File: src/rtl/rcfm_defs.svh
`ifndef RCFM_DEFS_SVH
`define RCFM_DEFS_SVH

// Clock and timing
`define RCFM_CLK_PERIOD_NS   100
`define RCFM_INIT_US         50
`define RCFM_INIT_CYCLES \
	((`RCFM_INIT_US * 1000 + `RCFM_CLK_PERIOD_NS - 1) / `RCFM_CLK_PERIOD_NS)
`define RCFM_WINDOW_US       100
`define RCFM_WINDOW_CYCLES   ((`RCFM_WINDOW_US * 1000) / `RCFM_CLK_PERIOD_NS)

// Tolerance band, fixed from the nominal reference frequency
`define RCFM_NOM_REF_MHZ     25
`define RCFM_NOM_EDGES       (`RCFM_WINDOW_US * `RCFM_NOM_REF_MHZ)
`define RCFM_TOL_PCT         2
`define RCFM_TOL_EDGES       ((`RCFM_NOM_EDGES * `RCFM_TOL_PCT) / 100)
`define RCFM_MIN_EDGES       1

// Degraded free-run generator half period in clock cycles
`define RCFM_FREERUN_HALF    4

// Register byte offsets
`define RCFM_OFF_STATUS      8'h00
`define RCFM_OFF_IRQ_STAT    8'h04
`define RCFM_OFF_IRQ_MASK    8'h08
`define RCFM_OFF_CTRL        8'h0C
`define RCFM_OFF_DIFF        8'h10

// Status register fields
`define RCFM_ST_FAULT        0
`define RCFM_ST_INIT_DONE    1
`define RCFM_ST_FREERUN      2
`define RCFM_ST_PRI_BAD      3
`define RCFM_ST_BAK_BAD      4
`define RCFM_ST_LOCKED       5
`define RCFM_ST_SEL_LSB      6
`define RCFM_ST_PIN          8

// Interrupt status and mask fields
`define RCFM_IRQ_W           4
`define RCFM_IRQ_FAULT_SET   0
`define RCFM_IRQ_FAULT_CLR   1
`define RCFM_IRQ_FREERUN     2
`define RCFM_IRQ_INIT_DONE   3

// Control register fields
`define RCFM_CTRL_CLR_BAD    0
`define RCFM_CTRL_OUTEN_LSB  8
`define RCFM_OUTEN_W         8

// Reset values
`define RCFM_IRQ_MASK_RST    4'h0
`define RCFM_OUTEN_RST       8'h00

// Configuration words fetched at start-up
`define RCFM_NVM_WORDS       2
`define RCFM_NVM_AW          4
`define RCFM_NVM_MASK_IDX    4'h0
`define RCFM_NVM_OUTEN_IDX   4'h1

`endif

File: src/rtl/rcfm_pkg.sv
package rcfm_pkg;

	typedef enum logic [1:0] {
		RCFM_SRC_NONE     = 2'h0,
		RCFM_SRC_BACKUP   = 2'h1,
		RCFM_SRC_PRIMARY  = 2'h2,
		RCFM_SRC_FEEDBACK = 2'h3
	} rcfm_src_t;

	typedef enum logic [2:0] {
		RCFM_INIT_LOAD   = 3'h1,
		RCFM_INIT_SETTLE = 3'h2,
		RCFM_INIT_RUN    = 3'h4
	} rcfm_init_st_t;

endpackage

File: src/rtl/rcfm_freq_meter.sv
`timescale 1ns/100ps
`default_nettype none
`include "rcfm_defs.svh"

module rcfm_freq_meter #(
	parameter int WIN_CYCLES = `RCFM_WINDOW_CYCLES,
	parameter int CNT_W      = 16
) (
	// Clock and reset
	input  wire logic             clk,
	input  wire logic             srst,
	// Sampled reference and feedback levels
	input  wire logic             ref_in,
	input  wire logic             fb_in,
	// Result of each window
	output logic                  win_done,
	output logic [CNT_W-1:0]      ref_count,
	output logic [CNT_W-1:0]      diff_mag
);

	localparam int WW = $clog2(WIN_CYCLES + 1);

	if (WIN_CYCLES < 2 || WIN_CYCLES >= (2 ** CNT_W)) begin : g_bad_win
		$error("rcfm_freq_meter: window does not fit the counters");
	end

	function automatic logic [CNT_W-1:0] abs_diff(
		input logic [CNT_W-1:0] a,
		input logic [CNT_W-1:0] b
	);
		abs_diff = (a > b) ? (a - b) : (b - a);
	endfunction

	logic [WW-1:0]    win_cnt;
	logic             ref_q;
	logic             fb_q;
	logic [CNT_W-1:0] ref_cnt;
	logic [CNT_W-1:0] fb_cnt;

	wire              ref_rise     = ref_in & ~ref_q;
	wire              fb_rise      = fb_in & ~fb_q;
	wire              win_last     = win_cnt == WW'(WIN_CYCLES - 1);
	wire [CNT_W-1:0]  next_ref_cnt = ref_cnt + CNT_W'(ref_rise);
	wire [CNT_W-1:0]  next_fb_cnt  = fb_cnt + CNT_W'(fb_rise);

	always_ff @(posedge clk) begin
		if (srst) begin
			ref_q <= 1'b0;
			fb_q  <= 1'b0;
		end else begin
			ref_q <= ref_in;
			fb_q  <= fb_in;
		end
	end

	// Windows run back to back so the check never stops
	always_ff @(posedge clk) begin
		if (srst || win_last) begin
			win_cnt <= '0;
			ref_cnt <= '0;
			fb_cnt  <= '0;
		end else begin
			win_cnt <= win_cnt + WW'(1);
			ref_cnt <= next_ref_cnt;
			fb_cnt  <= next_fb_cnt;
		end
	end

	always_ff @(posedge clk) begin
		if (srst) begin
			win_done  <= 1'b0;
			ref_count <= '0;
			diff_mag  <= '0;
		end else begin
			win_done <= win_last;
			if (win_last) begin
				ref_count <= next_ref_cnt;
				diff_mag  <= abs_diff(next_ref_cnt, next_fb_cnt);
			end
		end
	end

endmodule
`default_nettype wire

File: src/rtl/rcfm_clk_gen.sv
`timescale 1ns/100ps
`default_nettype none
`include "rcfm_defs.svh"

module rcfm_clk_gen #(
	parameter int HALF_CYCLES = `RCFM_FREERUN_HALF
) (
	// Clock and reset
	input  wire logic clk,
	input  wire logic srst,
	// Run request and generated level
	input  wire logic run,
	output logic      gen_clk
);

	localparam int HW = $clog2(HALF_CYCLES + 1);

	if (HALF_CYCLES < 1) begin : g_bad_half
		$error("rcfm_clk_gen: half period must be at least one cycle");
	end

	logic [HW-1:0] half_cnt;

	wire half_last = half_cnt == HW'(HALF_CYCLES - 1);

	// A fixed divider keeps the period steady, well inside the stability band
	always_ff @(posedge clk) begin
		if (srst || !run) begin
			half_cnt <= '0;
			gen_clk  <= 1'b0;
		end else if (half_last) begin
			half_cnt <= '0;
			gen_clk  <= ~gen_clk;
		end else begin
			half_cnt <= half_cnt + HW'(1);
		end
	end

endmodule
`default_nettype wire

File: src/rtl/rcfm_top.sv
`timescale 1ns/100ps
`default_nettype none
`include "rcfm_defs.svh"

// Behaviour
// - Raise the fault flag when reference and feedback differ beyond band.
// - Select 00 none, 01 backup crystal, 10 primary, 11 feedback.
// - A fault never changes the source or acts on its own.
// - The disabled select code always raises the fault flag.
// - With primary and backup both faulted, outputs free-run internally once a source has been live.
// - After power-up, load defaults and configuration words, then settle.
// - All clock outputs stay squelched until start-up has finished.
// - The select pins are ignored until start-up completes.
// - If the chosen source carries no clock, outputs stay low unless free-run mode drives them.
// - Switching sources may glitch the outputs; no glitch-free switch.
// - Band limits are fixed constants from the nominal reference frequency.
// - The monitor checks the reference continuously, window after window.
// - The fault pin is active low open drain: pulls low on fault.
module rcfm_top #(
	parameter int N_OUT       = 7,
	parameter int CNT_W       = 16,
	parameter int INIT_CYCLES = `RCFM_INIT_CYCLES,
	parameter int WIN_CYCLES  = `RCFM_WINDOW_CYCLES,
	parameter int TOL_EDGES   = `RCFM_TOL_EDGES,
	parameter int MIN_EDGES   = `RCFM_MIN_EDGES,
	parameter int FREE_HALF   = `RCFM_FREERUN_HALF
) (
	// Clock and reset
	input  wire logic              clk,
	input  wire logic              srst,
	// Register port
	input  wire logic [7:0]        reg_addr,
	input  wire logic [31:0]       reg_wdata,
	input  wire logic              reg_wr,
	input  wire logic              reg_rd,
	output logic [31:0]            reg_rdata,
	// Interrupt
	output logic                   irq,
	// Configuration memory read port
	output logic [`RCFM_NVM_AW-1:0] nvm_addr,
	output logic                   nvm_rd,
	input  wire logic [31:0]       nvm_rdata,
	// Reference sources, sampled levels
	input  wire logic              crystal_pins_in,
	input  wire logic              primary_clock_input,
	input  wire logic              feedback_clock_input,
	// Source select pins
	input  wire logic              ref_source_select_hi,
	input  wire logic              ref_source_select_lo,
	// Reference to the loop and output clocks
	output logic                   pll_ref_out,
	output logic [N_OUT-1:0]       clk_out,
	output var rcfm_pkg::rcfm_src_t active_source,
	output logic                   degraded_freerun_mode,
	// Open-drain fault pin
	output logic                   freq_fault_flag_n_out,
	output logic                   freq_fault_flag_n_oe_n,
	input  wire logic              freq_fault_flag_n_in
);

	import rcfm_pkg::*;

	localparam int IW = $clog2(INIT_CYCLES + 1);

	if (N_OUT < 1 || N_OUT > `RCFM_OUTEN_W) begin : g_bad_nout
		$error("rcfm_top: output count outside the enable field");
	end
	if (TOL_EDGES < 0 || TOL_EDGES >= (2 ** CNT_W)) begin : g_bad_tol
		$error("rcfm_top: tolerance does not fit the counters");
	end
	if (INIT_CYCLES < 1) begin : g_bad_init
		$error("rcfm_top: start-up time must be at least one cycle");
	end

	localparam logic [CNT_W-1:0] TOL = CNT_W'(TOL_EDGES);
	localparam logic [CNT_W-1:0] MIN = CNT_W'(MIN_EDGES);
	localparam logic [`RCFM_NVM_AW-1:0] NVM_LAST =
		`RCFM_NVM_AW'(`RCFM_NVM_WORDS - 1);

	// Start-up sequencer
	rcfm_init_st_t             init_st;
	rcfm_init_st_t             next_init_st;
	logic [IW-1:0]             init_cnt;
	logic                      nvm_rd_q;
	logic [`RCFM_NVM_AW-1:0]   nvm_addr_q;

	// Monitor state
	rcfm_src_t                 act_sel;
	logic                      band_fault;
	logic                      fault_q;
	logic                      locked_once;
	logic                      pri_bad;
	logic                      bak_bad;
	logic                      freerun_q;
	logic                      run_q;

	// Software registers
	logic [`RCFM_IRQ_W-1:0]    irq_stat;
	logic [`RCFM_IRQ_W-1:0]    irq_mask;
	logic [`RCFM_OUTEN_W-1:0]  out_en;
	logic [31:0]               rd_mux;

	// Meter and generator results
	logic                      win_done;
	logic [CNT_W-1:0]          ref_count;
	logic [CNT_W-1:0]          diff_mag;
	logic                      gen_clk;

	wire init_run    = init_st == RCFM_INIT_RUN;
	wire settle_last = init_cnt == IW'(INIT_CYCLES - 1);
	wire nvm_last    = nvm_addr == NVM_LAST;

	always_comb begin
		next_init_st = init_st;
		case (init_st)
			RCFM_INIT_LOAD:   if (nvm_last) next_init_st = RCFM_INIT_SETTLE;
			RCFM_INIT_SETTLE: if (settle_last) next_init_st = RCFM_INIT_RUN;
			RCFM_INIT_RUN:    next_init_st = RCFM_INIT_RUN;
			default:          next_init_st = RCFM_INIT_LOAD;
		endcase
	end

	// Fetch configuration words, then wait out the rest of start-up
	always_ff @(posedge clk) begin
		if (srst) begin
			init_st    <= RCFM_INIT_LOAD;
			init_cnt   <= '0;
			nvm_addr   <= '0;
			nvm_rd_q   <= 1'b0;
			nvm_addr_q <= '0;
		end else begin
			init_st    <= next_init_st;
			nvm_rd_q   <= nvm_rd;
			nvm_addr_q <= nvm_addr;
			if (nvm_rd && !nvm_last)
				nvm_addr <= nvm_addr + `RCFM_NVM_AW'(1);
			if (init_st == RCFM_INIT_SETTLE)
				init_cnt <= init_cnt + IW'(1);
		end
	end

	assign nvm_rd = init_st == RCFM_INIT_LOAD;

	// Select decode and reference routing
	wire [1:0] pin_sel = {ref_source_select_hi, ref_source_select_lo};
	wire sel_none = act_sel == RCFM_SRC_NONE;
	wire sel_pri  = act_sel == RCFM_SRC_PRIMARY;
	wire sel_bak  = act_sel == RCFM_SRC_BACKUP;
	wire sel_fb   = act_sel == RCFM_SRC_FEEDBACK;

	// A plain mux: a switch may cut a pulse short
	wire pll_ref = (sel_bak & crystal_pins_in)
		| (sel_pri & primary_clock_input)
		| (sel_fb & feedback_clock_input);

	always_ff @(posedge clk) begin
		if (srst) begin
			act_sel     <= RCFM_SRC_NONE;
			pll_ref_out <= 1'b0;
		end else begin
			if (init_run)
				act_sel <= rcfm_src_t'(pin_sel);
			pll_ref_out <= pll_ref;
		end
	end

	rcfm_freq_meter #(
		.WIN_CYCLES (WIN_CYCLES),
		.CNT_W      (CNT_W)
	) u_meter (
		.clk       (clk),
		.srst      (srst),
		.ref_in    (pll_ref),
		.fb_in     (feedback_clock_input),
		.win_done  (win_done),
		.ref_count (ref_count),
		.diff_mag  (diff_mag)
	);

	// Window verdicts; a dead source counts as out of band
	wire win_out  = (diff_mag > TOL) || (ref_count < MIN);
	wire win_eval = win_done && init_run;
	wire src_live = win_eval && !sel_none && (ref_count >= MIN);

	always_ff @(posedge clk) begin
		if (srst) begin
			band_fault  <= 1'b0;
			locked_once <= 1'b0;
		end else begin
			if (win_eval)
				band_fault <= win_out;
			if (src_live)
				locked_once <= 1'b1;
		end
	end

	// Fault never feeds back into act_sel: the controller decides
	wire fault_now = !init_run || sel_none || band_fault;

	// Register decode
	wire hit_status   = reg_addr == `RCFM_OFF_STATUS;
	wire hit_irq_stat = reg_addr == `RCFM_OFF_IRQ_STAT;
	wire hit_irq_mask = reg_addr == `RCFM_OFF_IRQ_MASK;
	wire hit_ctrl     = reg_addr == `RCFM_OFF_CTRL;
	wire hit_diff     = reg_addr == `RCFM_OFF_DIFF;

	// Per-source fault memory; the hardware set beats a software clear
	wire clr_bad = reg_wr && hit_ctrl && reg_wdata[`RCFM_CTRL_CLR_BAD];
	wire set_pri = win_eval && sel_pri && win_out;
	wire set_bak = win_eval && sel_bak && win_out;
	wire ok_pri  = win_eval && sel_pri && !win_out;
	wire ok_bak  = win_eval && sel_bak && !win_out;
	wire next_freerun = pri_bad && bak_bad;

	always_ff @(posedge clk) begin
		if (srst) begin
			pri_bad   <= 1'b0;
			bak_bad   <= 1'b0;
			freerun_q <= 1'b0;
			fault_q   <= 1'b1;
			run_q     <= 1'b0;
		end else begin
			pri_bad   <= set_pri || (pri_bad && !ok_pri && !clr_bad);
			bak_bad   <= set_bak || (bak_bad && !ok_bak && !clr_bad);
			freerun_q <= next_freerun;
			fault_q   <= fault_now;
			run_q     <= init_run;
		end
	end

	assign degraded_freerun_mode = freerun_q;

	rcfm_clk_gen #(
		.HALF_CYCLES (FREE_HALF)
	) u_freerun (
		.clk     (clk),
		.srst    (srst),
		.run     (freerun_q),
		.gen_clk (gen_clk)
	);

	// Output clocks: squelched during start-up and until a live source
	wire out_ok  = init_run && locked_once;
	wire out_lvl = freerun_q ? gen_clk : pll_ref;

	always_ff @(posedge clk) begin
		if (srst)
			clk_out <= '0;
		else if (out_ok)
			clk_out <= {N_OUT{out_lvl}} & out_en[N_OUT-1:0];
		else
			clk_out <= '0;
	end

	assign active_source = act_sel;

	// Open drain: the level is always low, only the enable moves
	assign freq_fault_flag_n_out  = 1'b0;
	assign freq_fault_flag_n_oe_n = ~fault_q;

	wire nvm_mask_cap  = nvm_rd_q && (nvm_addr_q == `RCFM_NVM_MASK_IDX);
	wire nvm_outen_cap = nvm_rd_q && (nvm_addr_q == `RCFM_NVM_OUTEN_IDX);

	// Events for the sticky status
	wire [`RCFM_IRQ_W-1:0] irq_ev;
	assign irq_ev[`RCFM_IRQ_FAULT_SET] = fault_now && !fault_q;
	assign irq_ev[`RCFM_IRQ_FAULT_CLR] = !fault_now && fault_q;
	assign irq_ev[`RCFM_IRQ_FREERUN]   = next_freerun && !freerun_q;
	assign irq_ev[`RCFM_IRQ_INIT_DONE] = init_run && !run_q;

	wire [`RCFM_IRQ_W-1:0] irq_clr = (reg_wr && hit_irq_stat)
		? reg_wdata[`RCFM_IRQ_W-1:0] : '0;

	always_ff @(posedge clk) begin
		if (srst)
			irq_stat <= '0;
		else
			irq_stat <= irq_ev | (irq_stat & ~irq_clr);
	end

	// Start-up words win; a mask or control write in the same cycle is lost
	always_ff @(posedge clk) begin
		if (srst) begin
			irq_mask <= `RCFM_IRQ_MASK_RST;
			out_en   <= `RCFM_OUTEN_RST;
		end else if (nvm_mask_cap) begin
			irq_mask <= nvm_rdata[`RCFM_IRQ_W-1:0];
		end else if (nvm_outen_cap) begin
			out_en <= nvm_rdata[`RCFM_OUTEN_W-1:0];
		end else if (reg_wr && hit_irq_mask) begin
			irq_mask <= reg_wdata[`RCFM_IRQ_W-1:0];
		end else if (reg_wr && hit_ctrl) begin
			out_en <= reg_wdata[`RCFM_CTRL_OUTEN_LSB +: `RCFM_OUTEN_W];
		end
	end

	wire [31:0] status_word;
	assign status_word = {
		23'h0,
		freq_fault_flag_n_in,
		act_sel,
		locked_once,
		bak_bad,
		pri_bad,
		freerun_q,
		init_run,
		fault_q
	};

	always_comb begin
		rd_mux = 32'h0;
		if (hit_status)
			rd_mux = status_word;
		else if (hit_irq_stat)
			rd_mux = {{(32 - `RCFM_IRQ_W){1'b0}}, irq_stat};
		else if (hit_irq_mask)
			rd_mux = {{(32 - `RCFM_IRQ_W){1'b0}}, irq_mask};
		else if (hit_ctrl)
			rd_mux = {16'h0, out_en, 8'h0};
		else if (hit_diff)
			rd_mux = 32'(diff_mag);
	end

	// Read data stands only in the cycle after the strobe
	always_ff @(posedge clk) begin
		if (srst)
			reg_rdata <= 32'h0;
		else
			reg_rdata <= reg_rd ? rd_mux : 32'h0;
	end

	assign irq = |(irq_stat & irq_mask);

endmodule
`default_nettype wire

File: config.mk
export PLATFORM = sky130hd
export DESIGN_NAME = rcfm_top
export DESIGN_NICKNAME = d
export VERILOG_FILES = /design/src/rtl/rcfm_pkg.sv /design/src/rtl/rcfm_freq_meter.sv /design/src/rtl/rcfm_clk_gen.sv /design/src/rtl/rcfm_top.sv
export VERILOG_INCLUDE_DIRS = /design/src /design/src/rtl
export SDC_FILE = /design/constraint.sdc
export NUM_CORES = 1
export LEC_CHECK = 0
export ABC_AREA = 1
export ABC_CLOCK_PERIOD_IN_PS = 5000
export BUFFER_PORTS_ARGS = -buffer_cell sky130_fd_sc_hd__buf_2
export CELL_PAD_IN_SITES_DETAIL_PLACEMENT = 0
export CELL_PAD_IN_SITES_GLOBAL_PLACEMENT = 2
export CORE_ASPECT_RATIO = 0.75
export CORE_MARGIN = 4
export CORE_UTILIZATION = 25
export CTS_CLUSTER_DIAMETER = 100
export CTS_CLUSTER_SIZE = 24
export DETAILED_ROUTE_END_ITERATION = 12
export GPL_ROUTABILITY_DRIVEN = 0
export PLACE_DENSITY_LB_ADDON = 0.1
export SLEW_MARGIN = 20
export SYNTH_ARGS = -nofsm -noshare
export SYNTH_HDL_FRONTEND = slang
export SYNTH_SLANG_ARGS = --single-unit
File: constraint.sdc
create_clock -name clk -period 5 [get_ports clk]
set_clock_uncertainty 0.05 [all_clocks]
set_input_delay 0.25 -clock clk [delete_from_list [all_inputs] [get_ports clk]]
set_output_delay 0.25 -clock clk [all_outputs]
set_load 0.05 [all_outputs]
; ---- Word-level counts from Yosys, hierarchy flattened
; Cells that the tools add are included.
[totals]
input_bits = 82
register_bits = 166
[op_classes]
bitwise = 19
eq_ne = 19
reduce_logical = 58
n_addsub = 8
order_cmp = 4
muxes = 17
[ops]
columns = operator, n
row1 = $mux 16, 3
row2 = $add 16x1->16, 2
row3 = $sub 16x16->16, 2
row4 = $mux 9, 3
row5 = $logic_and 1x1->1, 26
row6 = $mux 8, 3
row7 = $eq 8x4->1 const B, 2
row8 = $ge 16x1->1 const B, 1
row9 = $gt 16x16->1, 1
row10 = $gt 16x6->1 const B, 1
row11 = $lt 16x1->1 const B, 1
row12 = $mux 4, 4
row13 = $logic_not 1->1, 11
row14 = $add 10x1->10 const B, 1
row15 = $eq 10x10->1 const B, 1
row16 = $add 9x1->9 const B, 1
row17 = $eq 9x9->1 const B, 1
row18 = $pmux 3 s3, 1
row19 = $and 4x4->4, 2
row20 = $eq 4x1->1 const B, 2
row21 = $eq 8x3->1 const B, 1
row22 = $eq 8x5->1 const B, 1
row23 = $logic_not 8->1, 1
row24 = $and 7x7->7, 1
row25 = 26 further kinds, 52

; ---- Longest topological paths before layout
[depth]
ltp_word = 8
depth_mapped = 29

; ---- Cells and area by module
; Synthesis repeated with hierarchy kept, for this count alone.
[hier_totals]
cells_unflattened = 1241
hier_area_um2 = 8609.5
[modules_own_cells]
columns = module, cells_per_inst, area_each_um2, n_inst
row1 = rcfm_freq_meter, 695, 4813.4, 1
row2 = rcfm_top, 526, 3629.7, 1
row3 = rcfm_clk_gen, 20, 166.4, 1

; ---- Worst setup path after synthesis
; OpenSTA, ideal clock, no wires.
[synth_timing]
kind = reg2reg
from = register act_sel[0] (netlist: active_source[0])
to = register u_meter.diff_mag[8]
setup_slack_ps = 1000
arrival_time_ps = 3835
setup_ps = 115
n_path_buf = 1
path_stages_with_launch = 26
synth_period_minus_slack_ps = 4000
path_cell_list = dfxtp_1 -> nand3_1 -> nand3_1 -> inv_1 -> or2_2 -> inv_1 -> ha_1 -> inv_1 -> nor2_4 -> nand4_1 -> nor3_1 -> nand3_1 -> xor2_1 -> inv_1 -> ha_1 -> nand2_1 -> inv_1 -> nand3_1 -> nor3_2 -> nand2_1 -> a21boi_4 -> buf_6 -> nand2_1 -> nand2_1 -> nand2_1 -> o21ai_2
[synth_via]
elab_chain_len = 8
elab_cells_between_ends = 14
classes_between = add/sub: 3 / order compare: 1 / eq/ne: 3 / mux: 1 / bitwise: 6
[synth_rtl]
columns = item, line_no
row1 = start: declaration, rcfm_top.sv:88  ; rcfm_src_t act_sel;
row2 = start signal: assignment, rcfm_top.sv:162  ; act_sel <= rcfm_src_t'(pin_sel);
row3 = $eq 2x1->1 / $eq 2x2->1 (equally long branches), "rcfm_top.sv:148, rcfm_top.sv:147"
row4 = $and 1x1->1 (on tied branches), "rcfm_top.sv:152, rcfm_top.sv:153"
row5 = $or 1x1->1, rcfm_top.sv:153  ; | (sel_pri & primary_clock_input)
row6 = $or 1x1->1 (*), rcfm_top.sv:154  ; | (sel_fb & feedback_clock_input);
row7 = $and 1x1->1 (*), rcfm_freq_meter.sv:40  ; wire ref_rise = ref_in & ~ref_q;
row8 = $add 16x1->16 (*), rcfm_freq_meter.sv:43  ; wire [CNT_W-1:0] next_ref_cnt = ref_cnt + CNT_W'(ref_rise);
row9 = via u_meter.next_ref_cnt[13], rcfm_freq_meter.sv:43
row10 = $gt 16x16->1 (*), rcfm_freq_meter.sv:31  ; abs_diff = (a > b) ? (a - b) : (b - a);
row11 = $mux 16 (*), rcfm_freq_meter.sv:31
row12 = end signal: assignment, rcfm_freq_meter.sv:78  ; diff_mag <= abs_diff(next_ref_cnt, next_fb_cnt);
row13 = end: declaration, rcfm_freq_meter.sv:18  ; output logic [CNT_W-1:0] diff_mag
; Mark *: on every way through the listed nets, which the timed path passes. The rest lies on a longest branch.
; A chain may end at the register's enable or synchronous reset.

; ---- Worst setup path in the final report
[layout_timing]
from = register act_sel[1] (netlist: active_source[1])
to = register u_meter.diff_mag[6]
; Same word-level chain as after synthesis.

==> tab_implementation.tex <==
\begin{tabular}{lr}
\hline
Metric & Value \\
\hline
\multicolumn{2}{l}{\textbf{Yosys}} \\
\quad Ys async rst share & 0\% \\
\quad Number of enable-type register cells in the synthesized netlist & 0 \\
\quad YS warnings & 0 \\
\quad Sequential element share of the synthesized area & 37.12\% \\
\quad Number of distinct standard cells referenced by the synthesized netlist & 53 \\
\quad Number of synthesized register bits & 150 \\
\quad Total standard cell area after synthesis & 8089 um\^{}2 \\
\quad Dominant register cell in the synthesized netlist & dfxtp\_1 \\
\quad Mean post-synth cell area & 7.096 um\^{}2 \\
\quad Gate count after technology mapping & 1140 \\
\multicolumn{2}{l}{\textbf{Power and ir drop}} \\
\quad Part of the power in the clock network & 43.5\% \\
\quad Switching share of power & 30.95\% \\
\quad Peak supply drop & 0.1826 mV \\
\quad Leakage power & 4.304 nW \\
\quad Switching power & 0.9905 mW \\
\quad Combinational cell fraction of total power & 16.2\% \\
\quad Power density over the cells & 336.1 nW/um\^{}2 \\
\quad Register share of total power & 40.3\% \\
\quad Cell internal power dissipation & 2.210 mW \\
\multicolumn{2}{l}{\textbf{Detailed routing}} \\
\quad Remaining design rule violation count & 0 \\
\quad Per-cell via count in the routed design & 4.305 \\
\quad Final wirelength & 24.71 mm \\
\quad Average wire per standard cell & 14.88 um \\
\quad DR iter-0 viols & 414 \\
\quad Drt pass-1 iters & 7 \\
\quad Number of nets with antenna violations after detailed routing & 0 \\
\quad Vias after detailed routing & 7150 \\
\multicolumn{2}{l}{\textbf{Critical path}} \\
\quad Kind of end point of the critical path & flop \\
\quad Reg2reg start & active\_source[1] \\
\quad Cell with the most instances on the worst path & inv\_1 \\
\quad Delay of the slowest cell on the worst path & 0.40 ns \\
\quad Cell with the biggest individual delay on the critical path & ha\_1 \\
\quad Data required time at the worst endpoint & 5.28 ns \\
\quad Top fanout value on the critical path & 9 \\
\quad Data arrival at the endpoint of the critical path & 4.82 ns \\
\quad Critical path origin & active\_source[1] \\
\quad CP Class & flop to flop \\
\quad Element type at the critical path start & flop \\
\multicolumn{2}{l}{\textbf{Die}} \\
\quad Total Die Area & 35330 um\^{}2 \\
\quad Die Height & 163.8 um \\
\quad Width of the die & 215.7 um \\
\quad Core box area & 31600 um\^{}2 \\
\quad I/O pin total & 133 \\
\quad Starting density of the core & 25.60\% \\
\quad Core Rows & 56 \\
\multicolumn{2}{l}{\textbf{Outcome}} \\
\quad Outcome & completed \\
\multicolumn{2}{l}{\textbf{Clock network}} \\
\quad CTS tree & done \\
\quad CTS Root Buffer Type & clkbuf\_16 \\
\quad CTS max path bufs & 2 \\
\quad Clock sinks & 150 \\
\quad Clock-pin slew of the registers on the worst-case setup and hold paths & 0.07 ns \\
\quad TritonCTS Buffers & 17 \\
\quad Number of H-tree levels & 4 \\
\quad Clock insertion delay at the later pin of the skew report & 0.45 ns \\
\multicolumn{2}{l}{\textbf{GRT}} \\
\quad Number of global-route vias before repair & 6913 \\
\quad Global-route wire length before repair & 39.19 mm \\
\quad Pin count of the biggest net entering global routing & 47 \\
\quad Antenna violations before repair & 0 \\
\quad Total track usage & 14.32\% \\
\quad Aggregate global routing overflow & 0 \\
\multicolumn{2}{l}{\textbf{Timing}} \\
\quad Period minus WS final & 4.546 ns \\
\quad Worst-Margin Slew & 0.9401 ns \\
\quad Unrepaired setup endpoints after global routing & no \\
\quad Final setup viols & 0 \\
\quad Count of final hold-check violations & 0 \\
\quad Final sum of negative setup slack & 0 ns \\
\quad Portion of the clock cycle consumed by the worst path in the final layout & 90.93\% \\
\quad Upper clock frequency limit & 0.2200 GHz \\
\quad Final setup slack of the worst path & 0.4535 ns \\
\quad Tightest slew margin relative to the limit & 37.26\% \\
\quad Final max-slew violation count & 0 \\
\multicolumn{2}{l}{\textbf{Placed design}} \\
\quad IO buf count & 71 \\
\quad Final HPWL from detailed placement & 19.70 mm \\
\quad Worst-case setup slack after placement & 0.4285 ns \\
\multicolumn{2}{l}{\textbf{Cells and area}} \\
\quad Layout overhead on the synthesized area & 17.71\% \\
\quad Layout filler cell count & 3502 \\
\quad Antenna diode instance count & 0 \\
\quad Nets & 1335 \\
\quad Share of final-layout standard cells stronger than drive strength 1 & 12.89\% \\
\multicolumn{2}{l}{\textbf{Min path}} \\
\quad Critical hold path startpoint & reg\_wdata[14] \\
\quad Worst min-delay path class & input pin to flop \\
\multicolumn{2}{l}{\textbf{Run}} \\
\quad Max Cap Violations & 0 \\
\hline
\end{tabular}
-- per-stage QoR --
| stage | utilization (%) | instances | power, mW | hold WS [ns] | instance area, um^2 |
|---|---|---|---|---|---|
| final | 30.13 | 1661 | 3.200 | 0.03336 | 9522 |
| after detailed placement | 27.93 | 1623 | 1.826 | 0.3634 | 8825 |
| after CTS | 30.04 | 1659 | 3.245 | 0.001749 | 9492 |
| after floorplan | - | 1156 | 1.690 | 0.2845 | 8149 |
| after global routing | 30.13 | 1661 | 3.378 | 0.01996 | 9522 |
| after global placement | 27.93 | 1623 | 1.832 | 0.3639 | 8825 |
-- worst paths after layout --
kind,endpoint,slack [ns],cells past startpoint
max,u_meter.diff_mag[6],0.45,26
min,out_en[6],0.03,3
max reg2reg,u_meter.diff_mag[6],0.45,26
min reg2reg,u_freerun.half_cnt[0],0.38,1
-- synthesized netlist by cell type (15+ instances only) --
cell	number	share of area (%)
o22ai_1	15	1.2
inv_1	166	7.7
a31oi_1	15	1.2
o21ai_1	15	0.93
xor2_1	26	2.8
nand2_1	263	12
a21oi_1	52	3.2
nor2_1	117	5.4
buf_4	21	1.9
o21ai_0	41	2.5
nand4_1	29	2.2
ha_1	38	5.9
dfxtp_1	150	37
nand3_1	63	3.9
-- cells in the final DEF (no fill, tap or decap), drive strengths merged, types with 4 or more instances in the layout --
cell,n
xnor2,8
ha,38
nand3b,4
nand3,65
dfxtp,150
buf,80
o21ai,60
o21bai,6
clkbuf,18
a21oi,53
nand4,30
nor4,12
nor3,15
clkinv,4
dlygate4sd3,4
nor2,128
or2,4
xor2,26
nand2,269
o22ai,15
a31oi,15
inv,180
conb,17
a211oi,6
-- flip-flops by register name, summed over array words and instances (netlist names), 3 cells and up --
name,cells
init_cnt,9
nvm_addr,4
reg_rdata,16
irq_stat,4
u_meter.win_cnt,10
u_meter.diff_mag,16
init_st,3
u_freerun.half_cnt,3
clk_out,7
nvm_addr_q,4
u_meter.ref_cnt,16
irq_mask,4
out_en,8
u_meter.fb_cnt,16
u_meter.ref_count,16
-- power by group through the flow --
stage          Combinational, mW  Clock [mW]  Sequential, mW
4_1_cts                    0.514        1.44            1.29
2_1_floorplan              0.368           0            1.32
5_1_grt                    0.587        1.50            1.30
6_report                   0.519        1.39            1.29
3_3_place_gp               0.514           0            1.32
3_5_place_dp               0.510           0            1.32
-- per-layer routing --
metal / global-route usage [%] / wire (um) / part of all wire [%]
met1: 22.50 / 13970 / 57
met2: 19.30 / 9650 / 39
met3: 3.200 / 890 / 3.6
met4: 3.687 / 199 / 0.81
met5: 0 / 0 / 0
-- cell type report --
cell class | count | area (um^2) | share of cell area (%)
clock buffer | 18 | 439.2 | 4.612
inverter | 175 | 656.9 | 6.899
tap | 435 | 544.3 | 5.716
timing repair buffer | 84 | 475.5 | 4.993
sequential | 150 | 3003 | 31.54
multi-input combinational | 785 | 4215 | 44.27
clock inverter | 14 | 187.7 | 1.971
-- logic make-up (layout without fill, tap and decap cells) --
group	after synthesis	after routing	synth area share, %
other	1	17	0.04636
adders and majority gates	40	40	6.373
buffers and inverters	221	291	11.57
AOI/OAI and AO/OA	164	164	11.72
xor gates and xnor gates	34	34	3.681
DFF	150	150	37.12
and+or+nand+nor	530	530	29.48
-- what timing repair did --
| item | in CTS | in global routing |
|---|---|---|
| resized for setup | 0 | 1 |
| hold buffers | 4 | 0 |
| setup buffers | 0 | 2 |
| endpoints found under the hold margin | 4 | 0 |
| endpoints found under the setup margin | 0 | 3 |
-- worst max-delay path: cells and delay by family, from the launching register on --
family                     cells  cell delay (ns)
AOI/OAI and AO/OA              2             0.26
DFF                            1             0.37
and+or+nand+nor               14             2.12
adders and majority gates      2             0.61
xor gates and xnor gates       1             0.23
buffers and inverters          7             0.78
Note: power is estimated with default switching activity, not from simulation.
